`src/shared/isa_pkg.sv`:
```
// ************************************************************
// Constants and types of the slave address and acknowledge block
// ************************************************************
package isa_pkg;

   // Bus geometry
   localparam int ADDR_W = 10;                // Avalon byte address
   localparam int DATA_W = 32;                // Avalon data width

   // Register indices, byte address is four times the index
   localparam logic [7:0] IDX_CTRL = 8'hc0;   // Control bits
   localparam logic [7:0] IDX_OWN  = 8'hc1;   // own_slave_address
   localparam logic [7:0] IDX_DATA = 8'hd0;   // Data to send / received
   localparam logic [7:0] IDX_CODE = 8'hd1;   // bus_state_code
   localparam logic [7:0] IDX_STAT = 8'hd2;   // Sticky event bits
   localparam logic [7:0] IDX_MASK = 8'hd3;   // Interrupt mask

   // Field positions
   localparam int CTRL_SEL_BIT  = 0;          // bus_pin_pair_select
   localparam int CTRL_ACK_BIT  = 2;          // ack_enable
   localparam int CTRL_EN_BIT   = 6;          // Block enable
   localparam int OWN_GC_BIT    = 0;          // general_call_enable
   localparam int STAT_EVT_BIT  = 0;          // Transfer event flag
   localparam int STAT_STOP_BIT = 1;          // STOP seen
   localparam int IRQ_W         = 2;          // Number of event bits

   // Reset values and fill patterns
   localparam logic [7:0] CTRL_RST  = 8'h00;
   localparam logic [7:0] OWN_RST   = 8'h00;
   localparam logic [7:0] BYTE_ZERO = 8'h00;
   localparam logic [7:0] BYTE_IDLE = 8'hff;  // Released line reads ones
   localparam logic [3:0] BYTE_BITS = 4'h8;   // Bits in one byte

   // Reported bus states
   localparam logic [7:0] CODE_IDLE    = 8'hf8;
   localparam logic [7:0] CODE_SLA_W   = 8'h60;
   localparam logic [7:0] CODE_GCALL   = 8'h70;
   localparam logic [7:0] CODE_RX_ACK  = 8'h80;
   localparam logic [7:0] CODE_RX_NACK = 8'h88;
   localparam logic [7:0] CODE_SLA_R   = 8'ha8;
   localparam logic [7:0] CODE_TX_ACK  = 8'hb8;
   localparam logic [7:0] CODE_TX_NACK = 8'hc0;
   localparam logic [7:0] CODE_TX_LAST = 8'hc8;

   // One pin pair of the two-wire bus
   typedef struct packed {
      logic scl;
      logic sda;
   } isa_pins_t;

   // Slave sequencer states
   typedef enum logic [2:0] {
      ST_NOT_ADDR,
      ST_ADDR,
      ST_ACK_OUT,
      ST_RX,
      ST_TX,
      ST_ACK_IN
   } isa_state_t;

endpackage : isa_pkg
```
`src/hdl/isa_slave.sv`:
```
`timescale 1ns/1ns
`default_nettype none
// ************************************************************
// Two-wire slave: own address, acknowledge, pin pair routing
// ************************************************************
// Summary of operation
// ack_enable set: drive ACK as receiver/addressed
// ack_enable clear: NACK, ignore address, no address event
// Missing ACK drops slave to not addressed
// Last byte with ack_enable clear: C8H, FFH
// Pair select routes SCL/SDA to pin pair
// Routing follows select bit at once; the registered pin enables follow one clock later
// Own address bits 7..1 used in slave mode
// First byte after START matched against address
// Software should program a nonzero own address
// General call needs enable bit and ack_enable
// Reportable state sets event flag, stretches SCL
module isa_slave
   import isa_pkg::*;
(
   input  wire logic              clk_i,
   input  wire logic              rst_n_i,
   // Avalon-MM slave
   input  wire logic [ADDR_W-1:0] avs_address_i,
   input  wire logic              avs_read_i,
   input  wire logic              avs_write_i,
   input  wire logic [DATA_W-1:0] avs_writedata_i,
   output var  logic [DATA_W-1:0] avs_readdata_o,
   output var  logic              avs_waitrequest_o,
   // Interrupt
   output var  logic              irq_o,
   // Pin pair 0 and pin pair 1, open drain, enable low drives
   input  wire isa_pins_t         pair0_i,
   output var  isa_pins_t         pair0_o,
   output var  isa_pins_t         pair0_oe_n_o,
   input  wire isa_pins_t         pair1_i,
   output var  isa_pins_t         pair1_o,
   output var  isa_pins_t         pair1_oe_n_o
);

   // ************************************************************
   // Declarations
   // ************************************************************
   logic [7:0]       ctrl;                    // Control register
   logic [7:0]       own;                     // own_slave_address
   logic [7:0]       tx_data;                 // Byte to send next
   logic [7:0]       rx_data;                 // Last byte received
   logic [7:0]       code;                    // bus_state_code
   logic [IRQ_W-1:0] stat;                    // Sticky events
   logic [IRQ_W-1:0] mask;                    // Interrupt mask
   logic [IRQ_W-1:0] ev_set;                  // Event pulses
   logic [3:0]       lines;                   // Filtered pin levels
   logic             scl, sda;                // Selected pair
   logic             scl_q, sda_q;            // Previous levels
   logic             rise, fall;              // SCL edges
   logic             start, stop;             // Bus conditions
   isa_state_t       st;                      // Sequencer state
   logic [3:0]       cnt;                     // Bit count in byte
   logic [7:0]       shift_in;                // Receive shifter
   logic [7:0]       tx_shift;                // Transmit shifter
   logic             tx_last;                 // Byte sent with ACK off
   logic             is_read;                 // Direction bit
   logic             ack_bit;                 // Our answer in ACK slot
   logic             m_ack;                   // Master answer
   logic             hit;                     // Address accepted
   logic             byte_end;                // Eighth bit finished
   logic             evt_set;                 // Reportable state
   logic [7:0]       evt_code;                // Its code
   logic             scl_drv, sda_drv;        // Lines pulled low
   logic             wr_en;                   // Write takes effect
   logic [7:0]       widx;                    // Word index

   wire logic sel    = ctrl[CTRL_SEL_BIT];
   wire logic ack_en = ctrl[CTRL_ACK_BIT];
   wire logic en     = ctrl[CTRL_EN_BIT];
   wire logic evt    = stat[STAT_EVT_BIT];

   // Word index from a byte address
   function automatic logic [7:0] word_idx(input logic [ADDR_W-1:0] a);
      return a[9:2];
   endfunction : word_idx

   // ************************************************************
   // Register bus
   // ************************************************************
   assign widx  = word_idx(avs_address_i);
   assign wr_en = avs_write_i && !avs_waitrequest_o;

   // One wait cycle: request seen, answer at the next edge
   always_ff @(posedge clk_i)
   begin
      if (!rst_n_i)
         avs_waitrequest_o <= 1'b1;
      else
         avs_waitrequest_o <= !((avs_read_i || avs_write_i)
                                && avs_waitrequest_o);
   end

   // Read data captured in the wait cycle; unmapped reads zero
   always_ff @(posedge clk_i)
   begin
      if (!rst_n_i)
         avs_readdata_o <= '0;
      else if (avs_read_i && avs_waitrequest_o)
      begin
         case (widx)
            IDX_CTRL: avs_readdata_o <= {24'h0, ctrl};
            IDX_OWN:  avs_readdata_o <= {24'h0, own};
            IDX_DATA: avs_readdata_o <= {24'h0, rx_data};
            IDX_CODE: avs_readdata_o <= {24'h0, code};
            IDX_STAT: avs_readdata_o <= {30'h0, stat};
            IDX_MASK: avs_readdata_o <= {30'h0, mask};
            default:  avs_readdata_o <= '0;
         endcase
      end
   end

   // Software registers; select takes effect the same edge
   always_ff @(posedge clk_i)
   begin
      if (!rst_n_i)
      begin
         ctrl    <= CTRL_RST;
         own     <= OWN_RST;
         tx_data <= BYTE_IDLE;
         mask    <= '0;
      end
      else if (wr_en)
      begin
         case (widx)
            IDX_CTRL: ctrl    <= avs_writedata_i[7:0];
            IDX_OWN:  own     <= avs_writedata_i[7:0];
            IDX_DATA: tx_data <= avs_writedata_i[7:0];
            IDX_MASK: mask    <= avs_writedata_i[IRQ_W-1:0];
            default:  ;                       // Unmapped: ignored
         endcase
      end
   end

   // Sticky events, write one to clear; a new event wins
   always_ff @(posedge clk_i)
   begin
      if (!rst_n_i)
         stat <= '0;
      else if (wr_en && widx == IDX_STAT)
         stat <= (stat & ~avs_writedata_i[IRQ_W-1:0]) | ev_set;
      else
         stat <= stat | ev_set;
   end

   assign ev_set = {stop, evt_set};

   // Level interrupt while any unmasked event is pending
   always_ff @(posedge clk_i)
   begin
      if (!rst_n_i)
         irq_o <= 1'b0;
      else
         irq_o <= |(stat & mask);
   end

   // ************************************************************
   // Pin sampling and bus conditions
   // ************************************************************
   isa_sync #(.W(4)) u_sync (
      .clk_i   (clk_i),
      .rst_n_i (rst_n_i),
      .async_i ({pair1_i.scl, pair1_i.sda, pair0_i.scl, pair0_i.sda}),
      .sync_o  (lines)
   );

   // Pair mux; a select change mid-frame may look like an edge
   assign scl = sel ? lines[3] : lines[1];
   assign sda = sel ? lines[2] : lines[0];

   // Previous levels for edge detection
   always_ff @(posedge clk_i)
   begin
      if (!rst_n_i)
      begin
         scl_q <= 1'b1;
         sda_q <= 1'b1;
      end
      else
      begin
         scl_q <= scl;
         sda_q <= sda;
      end
   end

   assign rise  = scl && !scl_q;
   assign fall  = !scl && scl_q;
   assign start = scl && scl_q && sda_q && !sda;
   assign stop  = en && scl && scl_q && !sda_q && sda;

   // ************************************************************
   // Byte decisions
   // ************************************************************
   assign byte_end = fall && cnt == BYTE_BITS;

   // Own address or general call, both only with ack_enable set
   always_comb
   begin
      hit = ack_en
            && ((shift_in[7:1] == own[7:1]
                 && shift_in[7:1] != BYTE_ZERO[6:0])
                || (shift_in == BYTE_ZERO && own[OWN_GC_BIT]));
   end

   // Which reportable state is entered this cycle
   always_comb
   begin
      evt_set  = 1'b0;
      evt_code = code;
      if (en && !start && !stop)
      begin
         case (st)
            ST_ADDR:
               if (byte_end && hit)
               begin
                  evt_set  = 1'b1;
                  evt_code = shift_in == BYTE_ZERO ? CODE_GCALL
                           : shift_in[0] ? CODE_SLA_R : CODE_SLA_W;
               end
            ST_RX:
               if (byte_end)
               begin
                  evt_set  = 1'b1;
                  evt_code = ack_en ? CODE_RX_ACK : CODE_RX_NACK;
               end
            ST_ACK_IN:
               if (fall)
               begin
                  evt_set  = 1'b1;
                  evt_code = !m_ack ? CODE_TX_NACK
                           : tx_last ? CODE_TX_LAST : CODE_TX_ACK;
               end
            default: ;
         endcase
      end
   end

   // Reported code follows each event
   always_ff @(posedge clk_i)
   begin
      if (!rst_n_i)
         code <= CODE_IDLE;
      else if (evt_set)
         code <= evt_code;
   end

   // Our acknowledge follows ack_enable until the event is cleared
   always_ff @(posedge clk_i)
   begin
      if (!rst_n_i)
         ack_bit <= 1'b0;
      else if (evt)
         ack_bit <= ack_en;
   end

   // ************************************************************
   // Slave sequencer
   // ************************************************************
   always_ff @(posedge clk_i)
   begin
      if (!rst_n_i)
      begin
         st       <= ST_NOT_ADDR;
         cnt      <= '0;
         shift_in <= '0;
         rx_data  <= '0;
         is_read  <= 1'b0;
         m_ack    <= 1'b0;
      end
      else if (!en || stop)
         st <= ST_NOT_ADDR;
      else if (start)
      begin
         st  <= ST_ADDR;
         cnt <= '0;
      end
      else
      begin
         case (st)
            ST_ADDR, ST_RX:
            begin
               if (rise)
               begin
                  shift_in <= {shift_in[6:0], sda};
                  cnt      <= cnt + 4'h1;
               end
               if (byte_end)
               begin
                  if (st == ST_RX)
                     rx_data <= shift_in;
                  is_read <= (st == ST_ADDR) && shift_in[0];
                  // Unmatched address or no ACK: leave the frame
                  st <= (st == ST_RX || hit) ? ST_ACK_OUT
                                             : ST_NOT_ADDR;
               end
            end
            ST_ACK_OUT:
               if (fall)
               begin
                  cnt <= '0;
                  st  <= !ack_bit ? ST_NOT_ADDR
                       : is_read ? ST_TX : ST_RX;
               end
            ST_TX:
               if (fall)
               begin
                  cnt <= cnt + 4'h1;
                  if (cnt == BYTE_BITS - 4'h1)
                     st <= ST_ACK_IN;
               end
            ST_ACK_IN:
            begin
               if (rise)
                  m_ack <= !sda;
               if (fall)
               begin
                  cnt <= '0;
                  st  <= (m_ack && !tx_last) ? ST_TX
                                             : ST_NOT_ADDR;
               end
            end
            ST_NOT_ADDR: ;                    // Wait for a START
            default: st <= ST_NOT_ADDR;
         endcase
      end
   end

   // Transmit shifter: loaded as software releases the event
   always_ff @(posedge clk_i)
   begin
      if (!rst_n_i)
      begin
         tx_shift <= BYTE_IDLE;
         tx_last  <= 1'b0;
      end
      else if (evt && !ev_set[STAT_EVT_BIT] && wr_en && widx == IDX_STAT
               && avs_writedata_i[STAT_EVT_BIT])
      begin
         tx_shift <= tx_data;
         tx_last  <= !ack_en;
      end
      else if (st == ST_TX && fall)
         tx_shift <= {tx_shift[6:0], 1'b1};
   end

   // ************************************************************
   // Line drive and routing
   // ************************************************************
   assign scl_drv = evt;
   assign sda_drv = (st == ST_ACK_OUT && !evt && ack_bit)
                    || (st == ST_TX && !tx_shift[7]);

   // Only the pair selected at the previous edge is pulled low
   always_ff @(posedge clk_i)
   begin
      if (!rst_n_i)
      begin
         pair0_o      <= '0;
         pair1_o      <= '0;
         pair0_oe_n_o <= '1;
         pair1_oe_n_o <= '1;
      end
      else
      begin
         pair0_o      <= '0;
         pair1_o      <= '0;
         pair0_oe_n_o <= '{scl: !(scl_drv && !sel),
                           sda: !(sda_drv && !sel)};
         pair1_oe_n_o <= '{scl: !(scl_drv && sel),
                           sda: !(sda_drv && sel)};
      end
   end
endmodule : isa_slave
`default_nettype wire

```
`src/hdl/isa_sync.sv`:
```
`timescale 1ns/1ns
`default_nettype none
// ************************************************************
// Three-stage input synchroniser with agreement filter
// ************************************************************
module isa_sync #(
   parameter int W = 4                        // Number of lines
) (
   input  wire logic         clk_i,
   input  wire logic         rst_n_i,
   input  wire logic [W-1:0] async_i,         // Lines from pins
   output var  logic [W-1:0] sync_o           // Filtered levels
);

   logic [W-1:0] meta;                        // First stage, only read below
   logic [W-1:0] stage2;                      // Second stage
   logic [W-1:0] stage3;                      // Third stage

   // Chain; a change is taken once stages two and three agree
   always_ff @(posedge clk_i)
   begin
      if (!rst_n_i)
      begin
         meta   <= '1;
         stage2 <= '1;
         stage3 <= '1;
         sync_o <= '1;                        // Idle bus is high
      end
      else
      begin
         meta   <= async_i;
         stage2 <= meta;
         stage3 <= stage2;
         for (int i = 0; i < W; i++)
         begin
            if (stage2[i] == stage3[i])
               sync_o[i] <= stage3[i];
         end
      end
   end

endmodule : isa_sync
`default_nettype wire

```
`config.mk`:
```
export PLATFORM = sky130hd
export DESIGN_NAME = isa_slave
export DESIGN_NICKNAME = d
export VERILOG_FILES = /design/src/shared/isa_pkg.sv /design/src/hdl/isa_slave.sv /design/src/hdl/isa_sync.sv
export SDC_FILE = /design/constraint.sdc
export NUM_CORES = 1
export LEC_CHECK = 0
export BUFFER_PORTS_ARGS = -buffer_cell sky130_fd_sc_hd__buf_2
export CAP_MARGIN = 40
export CORE_MARGIN = 3
export CORE_UTILIZATION = 40
export CTS_BUF_LIST = sky130_fd_sc_hd__clkbuf_16
export DETAILED_ROUTE_END_ITERATION = 10
export PLACE_DENSITY = 0.69
export SYNTH_ARGS = -nofsm -noshare
export SYNTH_HDL_FRONTEND = slang
export SYNTH_SLANG_ARGS = --single-unit
export TNS_END_PERCENT = 20
```
`constraint.sdc`:
```
create_clock -name clk_i -period 4.1 [get_ports clk_i]
set_clock_uncertainty 0.15 [all_clocks]
set_input_delay 0.205 -clock clk_i [delete_from_list [all_inputs] [get_ports clk_i]]
set_output_delay 0.205 -clock clk_i [all_outputs]
set_load 0.005 [all_outputs]
```
; Word level (Yosys, flattened, before mapping)
; Index checks and enable logic that the tools add are counted.
[word_totals]
ff_bits = 127
in_bits = 50
out_inout_bits = 42
wordCells = 192
[op_classes]
n_addsub = 1
eq_ne = 33
muxes = 36
bitwise_logic = 9
reduce_logical = 81
[ops]
columns = cell, n
row1 = $mux 8, 7
row2 = $eq 8x8->1 const B, 6
row3 = $pmux 8 s6, 1
row4 = $logic_and 1x1->1, 34
row5 = $mux 3, 8
row6 = $pmux 8 s3, 1
row7 = $mux 4, 5
row8 = $logic_not 1->1, 19
row9 = $ne 3x3->1 const B, 6
row10 = $reduce_and 6->1, 3
row11 = $ne 2x2->1 const B, 8
row12 = $pmux 3 s5, 1
row13 = $mux 7, 2
row14 = $pmux 4 s3, 1
row15 = $reduce_and 4->1, 3
row16 = $reduce_and 5->1, 2
row17 = $logic_not 8->1, 1
row18 = $reduce_and 2->1, 4
row19 = $reduce_or 2->1, 4
row20 = $eq 7x7->1, 1
row21 = $mux 1, 7
row22 = $reduce_bool 7->1, 1
row23 = $eq 3x2->1 const B, 2
row24 = $eq 3x3->1 const B, 2
row25 = 18 further kinds, 31

; Logic depth before layout (Yosys ltp)
[logic_depth]
ltp_word = 14
depth_mapped = 8
depth_no_buf = 7

; Cells and area by module
; A second synthesis with hierarchy kept.
[unflattened]
hier_cells = 572
area_unflattened_um2 = 5161.2
[modules_own_cells]
columns = module, n_inst, cells_each, area_per_inst_um2, seq_area_each_um2
row1 = isa_slave, 1, 531, 4695.8, 1681.6
row2 = isa_sync, 1, 41, 465.4, 320.3

; Worst setup path before layout
; No wires, ideal clock.
[synth_path]
path_kind = reg2reg
from = register shift_in[4]
to = register tx_shift[1]
setup_ns = 0.121
arrival_ns = 1.984
required_time_ns = 3.829
setup_slack_ns = 1.845
path_stages_with_launch = 6
path_buffers = 0
period_less_slack_ns = 2.255
cell_sequence = dfxtp_1 or4_4 o21ai_2 o31ai_2 a211oi_4 mux2_2
[synth_via]
elab_chain_len = 14
word_cells_on_any_way = 18
cone_classes = eq/ne (1) / mux (4) / reduce/logical (13)
[synth_rtl]
columns = item, line
row1 = "start, declared", isa_slave.sv:59  ; logic [7:0] shift_in;
row2 = "start signal, assigned", isa_slave.sv:289  ; shift_in <= {shift_in[6:0], sda};
row3 = "$eq 7x7->1, or another cell as far along", isa_slave.sv:205  ; && ((shift_in[7:1] == own[7:1]
row4 = $logic_and 1x1->1 (on tied branches), "isa_slave.sv:206, isa_slave.sv:207"
row5 = $logic_or 1x1->1 *, isa_slave.sv:207  ; || (shift_in == BYTE_ZERO && own[OWN_GC_BIT]));
row6 = $logic_and 1x1->1 *, isa_slave.sv:205
row7 = $logic_and 1x1->1 *, isa_slave.sv:219  ; if (byte_end && hit)
row8 = $mux 1 *, isa_slave.sv:219
row9 = $pmux 1 s3 *, isa_slave.sv:217  ; case (st)
row10 = $mux 1 *, isa_slave.sv:215  ; if (en && !start && !stop)
row11 = $logic_not 1->1 *, isa_slave.sv:341  ; else if (evt && !ev_set[STAT_EVT_BIT] && wr_en && widx == IDX_STAT
row12 = $logic_and 1x1->1 * (3 in a row), isa_slave.sv:341
row13 = $logic_and 1x1->1 *, isa_slave.sv:342  ; && avs_writedata_i[STAT_EVT_BIT])
row14 = $mux 8 or $reduce_bool 2->1 (tied branches), n/a
row15 = "end signal, assigned", isa_slave.sv:344  ; tx_shift <= tx_data;
row16 = "end signal, assigned", isa_slave.sv:348  ; tx_shift <= {tx_shift[6:0], 1'b1};
row17 = "end, declared", isa_slave.sv:60  ; logic [7:0] tx_shift;
; Every way passes the cells marked *; elsewhere a longest branch is shown, timed or not.
; A chain may end at the register's enable or synchronous reset.

; Final worst setup path
[layout_path]
from = register ctrl[0]
to = register rx_data[7]
[layout_via]
elab_chain_len = 8
word_cells_on_any_way = 17
cone_classes = mux (2) / bitwise (2) / reduce/logical (13)
[layout_rtl]
columns = item, line
row1 = "start, declared", isa_slave.sv:44  ; logic [7:0] ctrl;
row2 = "start signal, assigned", isa_slave.sv:131  ; IDX_CTRL: ctrl <= avs_writedata_i[7:0];
row3 = $mux 1, isa_slave.sv:173  ; assign scl = sel ? lines[3] : lines[1];
row4 = $logic_and 1x1->1 (4 in a row), isa_slave.sv:194  ; assign stop = en && scl && scl_q && !sda_q && sda;
row5 = $logic_or 1x1->1, isa_slave.sv:275  ; else if (!en || stop)
row6 = $not 1->1 (no line), n/a
row7 = $reduce_and 5->1 (no line) *, n/a
row8 = "end signal, assigned", isa_slave.sv:295  ; rx_data <= shift_in;
row9 = "end, declared", isa_slave.sv:47  ; logic [7:0] rx_data;
; Marked as above.

==> key figures <==
Status
  – Status: complete, no violations

Power and ir drop
  – Internal power: 1.47 mW
  – Leakage: roughly 2.1 nW
  – Worst VDD drop: between 200 and 250 uV
  – PD cells: 345 nW/um^2
  – Flop pwr share: 52.4%
  – Total power draw: 1.87 mW
  – Net Sw Frac: about 21%
  – Psw: 0.403 mW
  – Power share of the combinational group: under 10%
  – Clock share of power: 43.4%

Route
  – Routed length per instance: 15.0 um
  – Final ANT Viol Nets: 0
  – Vias per Instance: roughly 5.5
  – Vias: 3922
  – Drt pass-1 iters: 5
  – Initial drt markers: 269
  – Final wirelength: 10800 um
  – DRC: 0

Critical path
  – Slowest CP cell: dfxtp_1
  – Critical R2R Capture: rx_data[7]
  – Worst Setup End Kind: flop
  – Critical path class: reg -> reg
  – Flop2flop setup slack: about 1.4 ns
  – Critical path data required time: roughly 4.2 ns
  – Reg-to-Reg Start: ctrl[0]
  – Critical path arrival: between 2 and 3 ns
  – Biggest cell delay along the critical path: around 0.61 ns
  – Startpoint types: flop
  – Crit-path cells: mux2i_4 > and4_1 > nand3_1 > mux2i_1 > nor2_1
  – Crit path launch: ctrl[0]
  – R2r worst-path depth: 5
  – Sum of buffers and inverters on the critical path: 0
  – Crit path max fanout: 9
  – Cell family with most CP delay: simple AND/OR/NAND/NOR gates

Floorplanning
  – Row count: 39
  – Die H: between 100 and 150 um
  – Ports: 92
  – Die area: about 14000 um^2
  – Core Area: 11700 um^2
  – Die width: between 100 and 150 um
  – Starting Density: about two fifths

GRT
  – GRT Overall Usage: between 15 and 20%
  – First-pass GRT wire length: approximately 18000 um
  – Number of global-route vias before repair: 3588
  – Largest net degree at the start of global routing: slightly above 50
  – Number of antenna violations at the first check in global routing: 0
  – Gr ovfl total: 0

Place
  – Final Wtd Congestion: 0.896
  – Final HPWL DP: 7780 um
  – Port bufs: 37

Timing
  – Period minus WS final: 2.69 ns
  – Crit share post-route: around 66%
  – Final Hold Viols: 0
  – FMAX: roughly 370 MHz
  – Worst slew pin tran: ~0.78 ns
  – RSZ-0062 raised after global routing: false
  – Worst slew margin: a little under half
  – Endpoints failing setup: 0
  – Final count of pins violating max slew: 0
  – Setup tns final: 0 ns

Clocking
  – Num Clock Sinks: 100
  – Clock Tree Root: clkbuf_16
  – CTS clk-pin slew, worst paths: 0.06 ns
  – CTS tree: done
  – CTS HTree Levels: 3
  – Post CTS Setup Buffer Count: 0
  – Clock Latency Late Sink: 0.34 ns
  – TritonCTS buffer count: 9
  – Clock buffer depth: 2

Min path
  – Path category of the worst min-delay check: in -> reg
  – Hold EP: tx_data[3]
  – Hold_sp: avs_writedata_i[3]
  – Hold-critical path depth: 3

Synthesis
  – Synth Register Bits: 100
  – Top cells by count, synth: 100 x dfxtp_1, 58 x mux2i_1, 50 x nor2_1
  – Post-synthesis sequential area ratio: between 40% and 50%
  – Top cell type's share of synthesized area: around two fifths
  – Top_reg_cell synth: dfxtp_1
  – Most common cell in the netlist: dfxtp_1
  – Post-Syn Area: a little under 5000 um^2
  – Yosys warns: 0
  – Synth cell types: roughly 70
  – Post-Synthesis Cells: approximately 530
  – Number of enable flip-flop cells after synthesis: 0
  – Synth top area cells: dfxtp_1 41%, mux2i_1 12%, buf_4 4.3%
  – Area leader, netlist: dfxtp_1
  – Post-synth ARST share: 0%
  – Synthesized area per cell: a little over 9 um^2

Layout
  – Synthesis-to-layout area growth: 10.7%
  – Layout cells sized above 1: between 10% and 20%
  – Final net count: slightly above 600
  – Antenna diodes: 0

Job
  – Max-cap violations: 0
power by group through the flow:
| stage | clock network, mW | logic (mW) | registers [mW] |
|---|---|---|---|
| 6_report | 0.814 | 0.0776 | 0.982 |
| 5_1_grt | 0.878 | 0.0878 | 0.982 |
| 4_1_cts | 0.837 | 0.0765 | 0.982 |
| 3_5_place_dp | 0 | 0.0679 | 1.00 |
| 3_3_place_gp | 0 | 0.0672 | 1.00 |
| 2_1_floorplan | 0 | 0.0627 | 1.00 |
metrics by stage:
| step | instance area (um^2) | hold WS, ns | utilization (%) | setup WS [ns] | cells |
|---|---|---|---|---|---|
| 4_1_cts | 5420 | 0.00343 | 46.3 | 1.40 | 716 |
| 3_3_place_gp | 5020 | 0.236 | 42.9 | 1.48 | 689 |
| 6_report | 5430 | 0.0156 | 46.4 | 1.41 | 717 |
| 5_1_grt | 5430 | 0.0122 | 46.4 | 1.24 | 717 |
| 2_1_floorplan | 5010 | 0.156 | - | 1.84 | 560 |
| 3_5_place_dp | 5030 | 0.238 | 42.9 | 1.41 | 690 |
final cells by class:
type | instances | area (um^2)
repair buffers | 52 | 325
flip-flops and latches | 100 | 2000
clock inverters | 6 | 57.6
well taps | 143 | 179
inverters | 10 | 37.5
multi-input cells | 397 | 2600
clock buffers | 9 | 225
fillers | 1098 | 6280
placed cells by master (no fill, tap or decap), drive strengths merged, types with 3 or more instances in the layout:
cell type      n
nor2b          4
o22ai          8
o22a           3
clkbuf         9
o21ai         27
nand3b         3
a311o          3
conb          28
a31oi          3
nand3          5
nand2b        19
nor3b          3
dfxtp        100
or4            3
a22oi          5
nor2          50
dlygate4sd3   11
nor4           3
and4           4
nand4         12
inv           10
xnor2          7
a211o          3
mux2i         59
buf           41
a22o           3
nor3           4
nand2         43
a211oi        10
or2b           5
clkinv         3
and2           4
and3           3
a21oi         31
mux2          10
how the worst max path moves through the flow:
stage	to	slack, ns	depth (start not counted)
6_report	rx_data[7]	1.41	5
5_1_grt	rx_data[7]	1.24	5
4_1_cts	rx_data[7]	1.40	5
3_5_place_dp	rx_data[7]	1.41	5
3_3_place_gp	rx_data[3]	1.48	5
2_1_floorplan	tx_shift[1]	1.84	5
per-layer routing:
metal  share of wire (%)  up-vias  global-route usage [%]
met5                   0        -                       0
li1                    -     1923                       -
met3                 4.5       18                    3.06
met4                 1.9        0                    5.58
met2                  50      115                    26.9
met1                  44     1866                    21.7
sequential cells by signal, indices dropped and copies added, names as in the netlist, 2 cells and up:
register	cells
avs_readdata_o	8
ctrl	8
own	8
rx_data	8
shift_in	8
tx_data	8
tx_shift	8
code	5
cnt	4
u_sync.meta	4
u_sync.stage2	4
u_sync.stage3	4
u_sync.sync_o	4
st	3
mask	2
pair0_oe_n_o	2
pair1_oe_n_o	2
stat	2
logic make-up after synthesis:
| family | count (synthesis) | synth area share [%] |
|---|---|---|
| xor+xnor | 9 | 1.61 |
| mux | 69 | 14.6 |
| compound gates | 112 | 15.0 |
| flops | 100 | 40.8 |
| other cells | 1 | 0.0764 |
| simple gates | 177 | 19.3 |
| fa+ha+maj | 2 | 0.510 |
| buf+inv | 63 | 8.19 |
worst register-to-register path, stage by stage (launching register included):
cell     delay (ns)
dfxtp_1        0.61
mux2i_4        0.45
and4_1         0.46
nand3_1        0.50
mux2i_1        0.34
nor2_1         0.06
repair_timing:
item,CTS,global route
resized for setup,0,0
hold endpoints to repair,16,0
hold buffers,11,0
No activity file was read; power rests on OpenSTA's default activity.
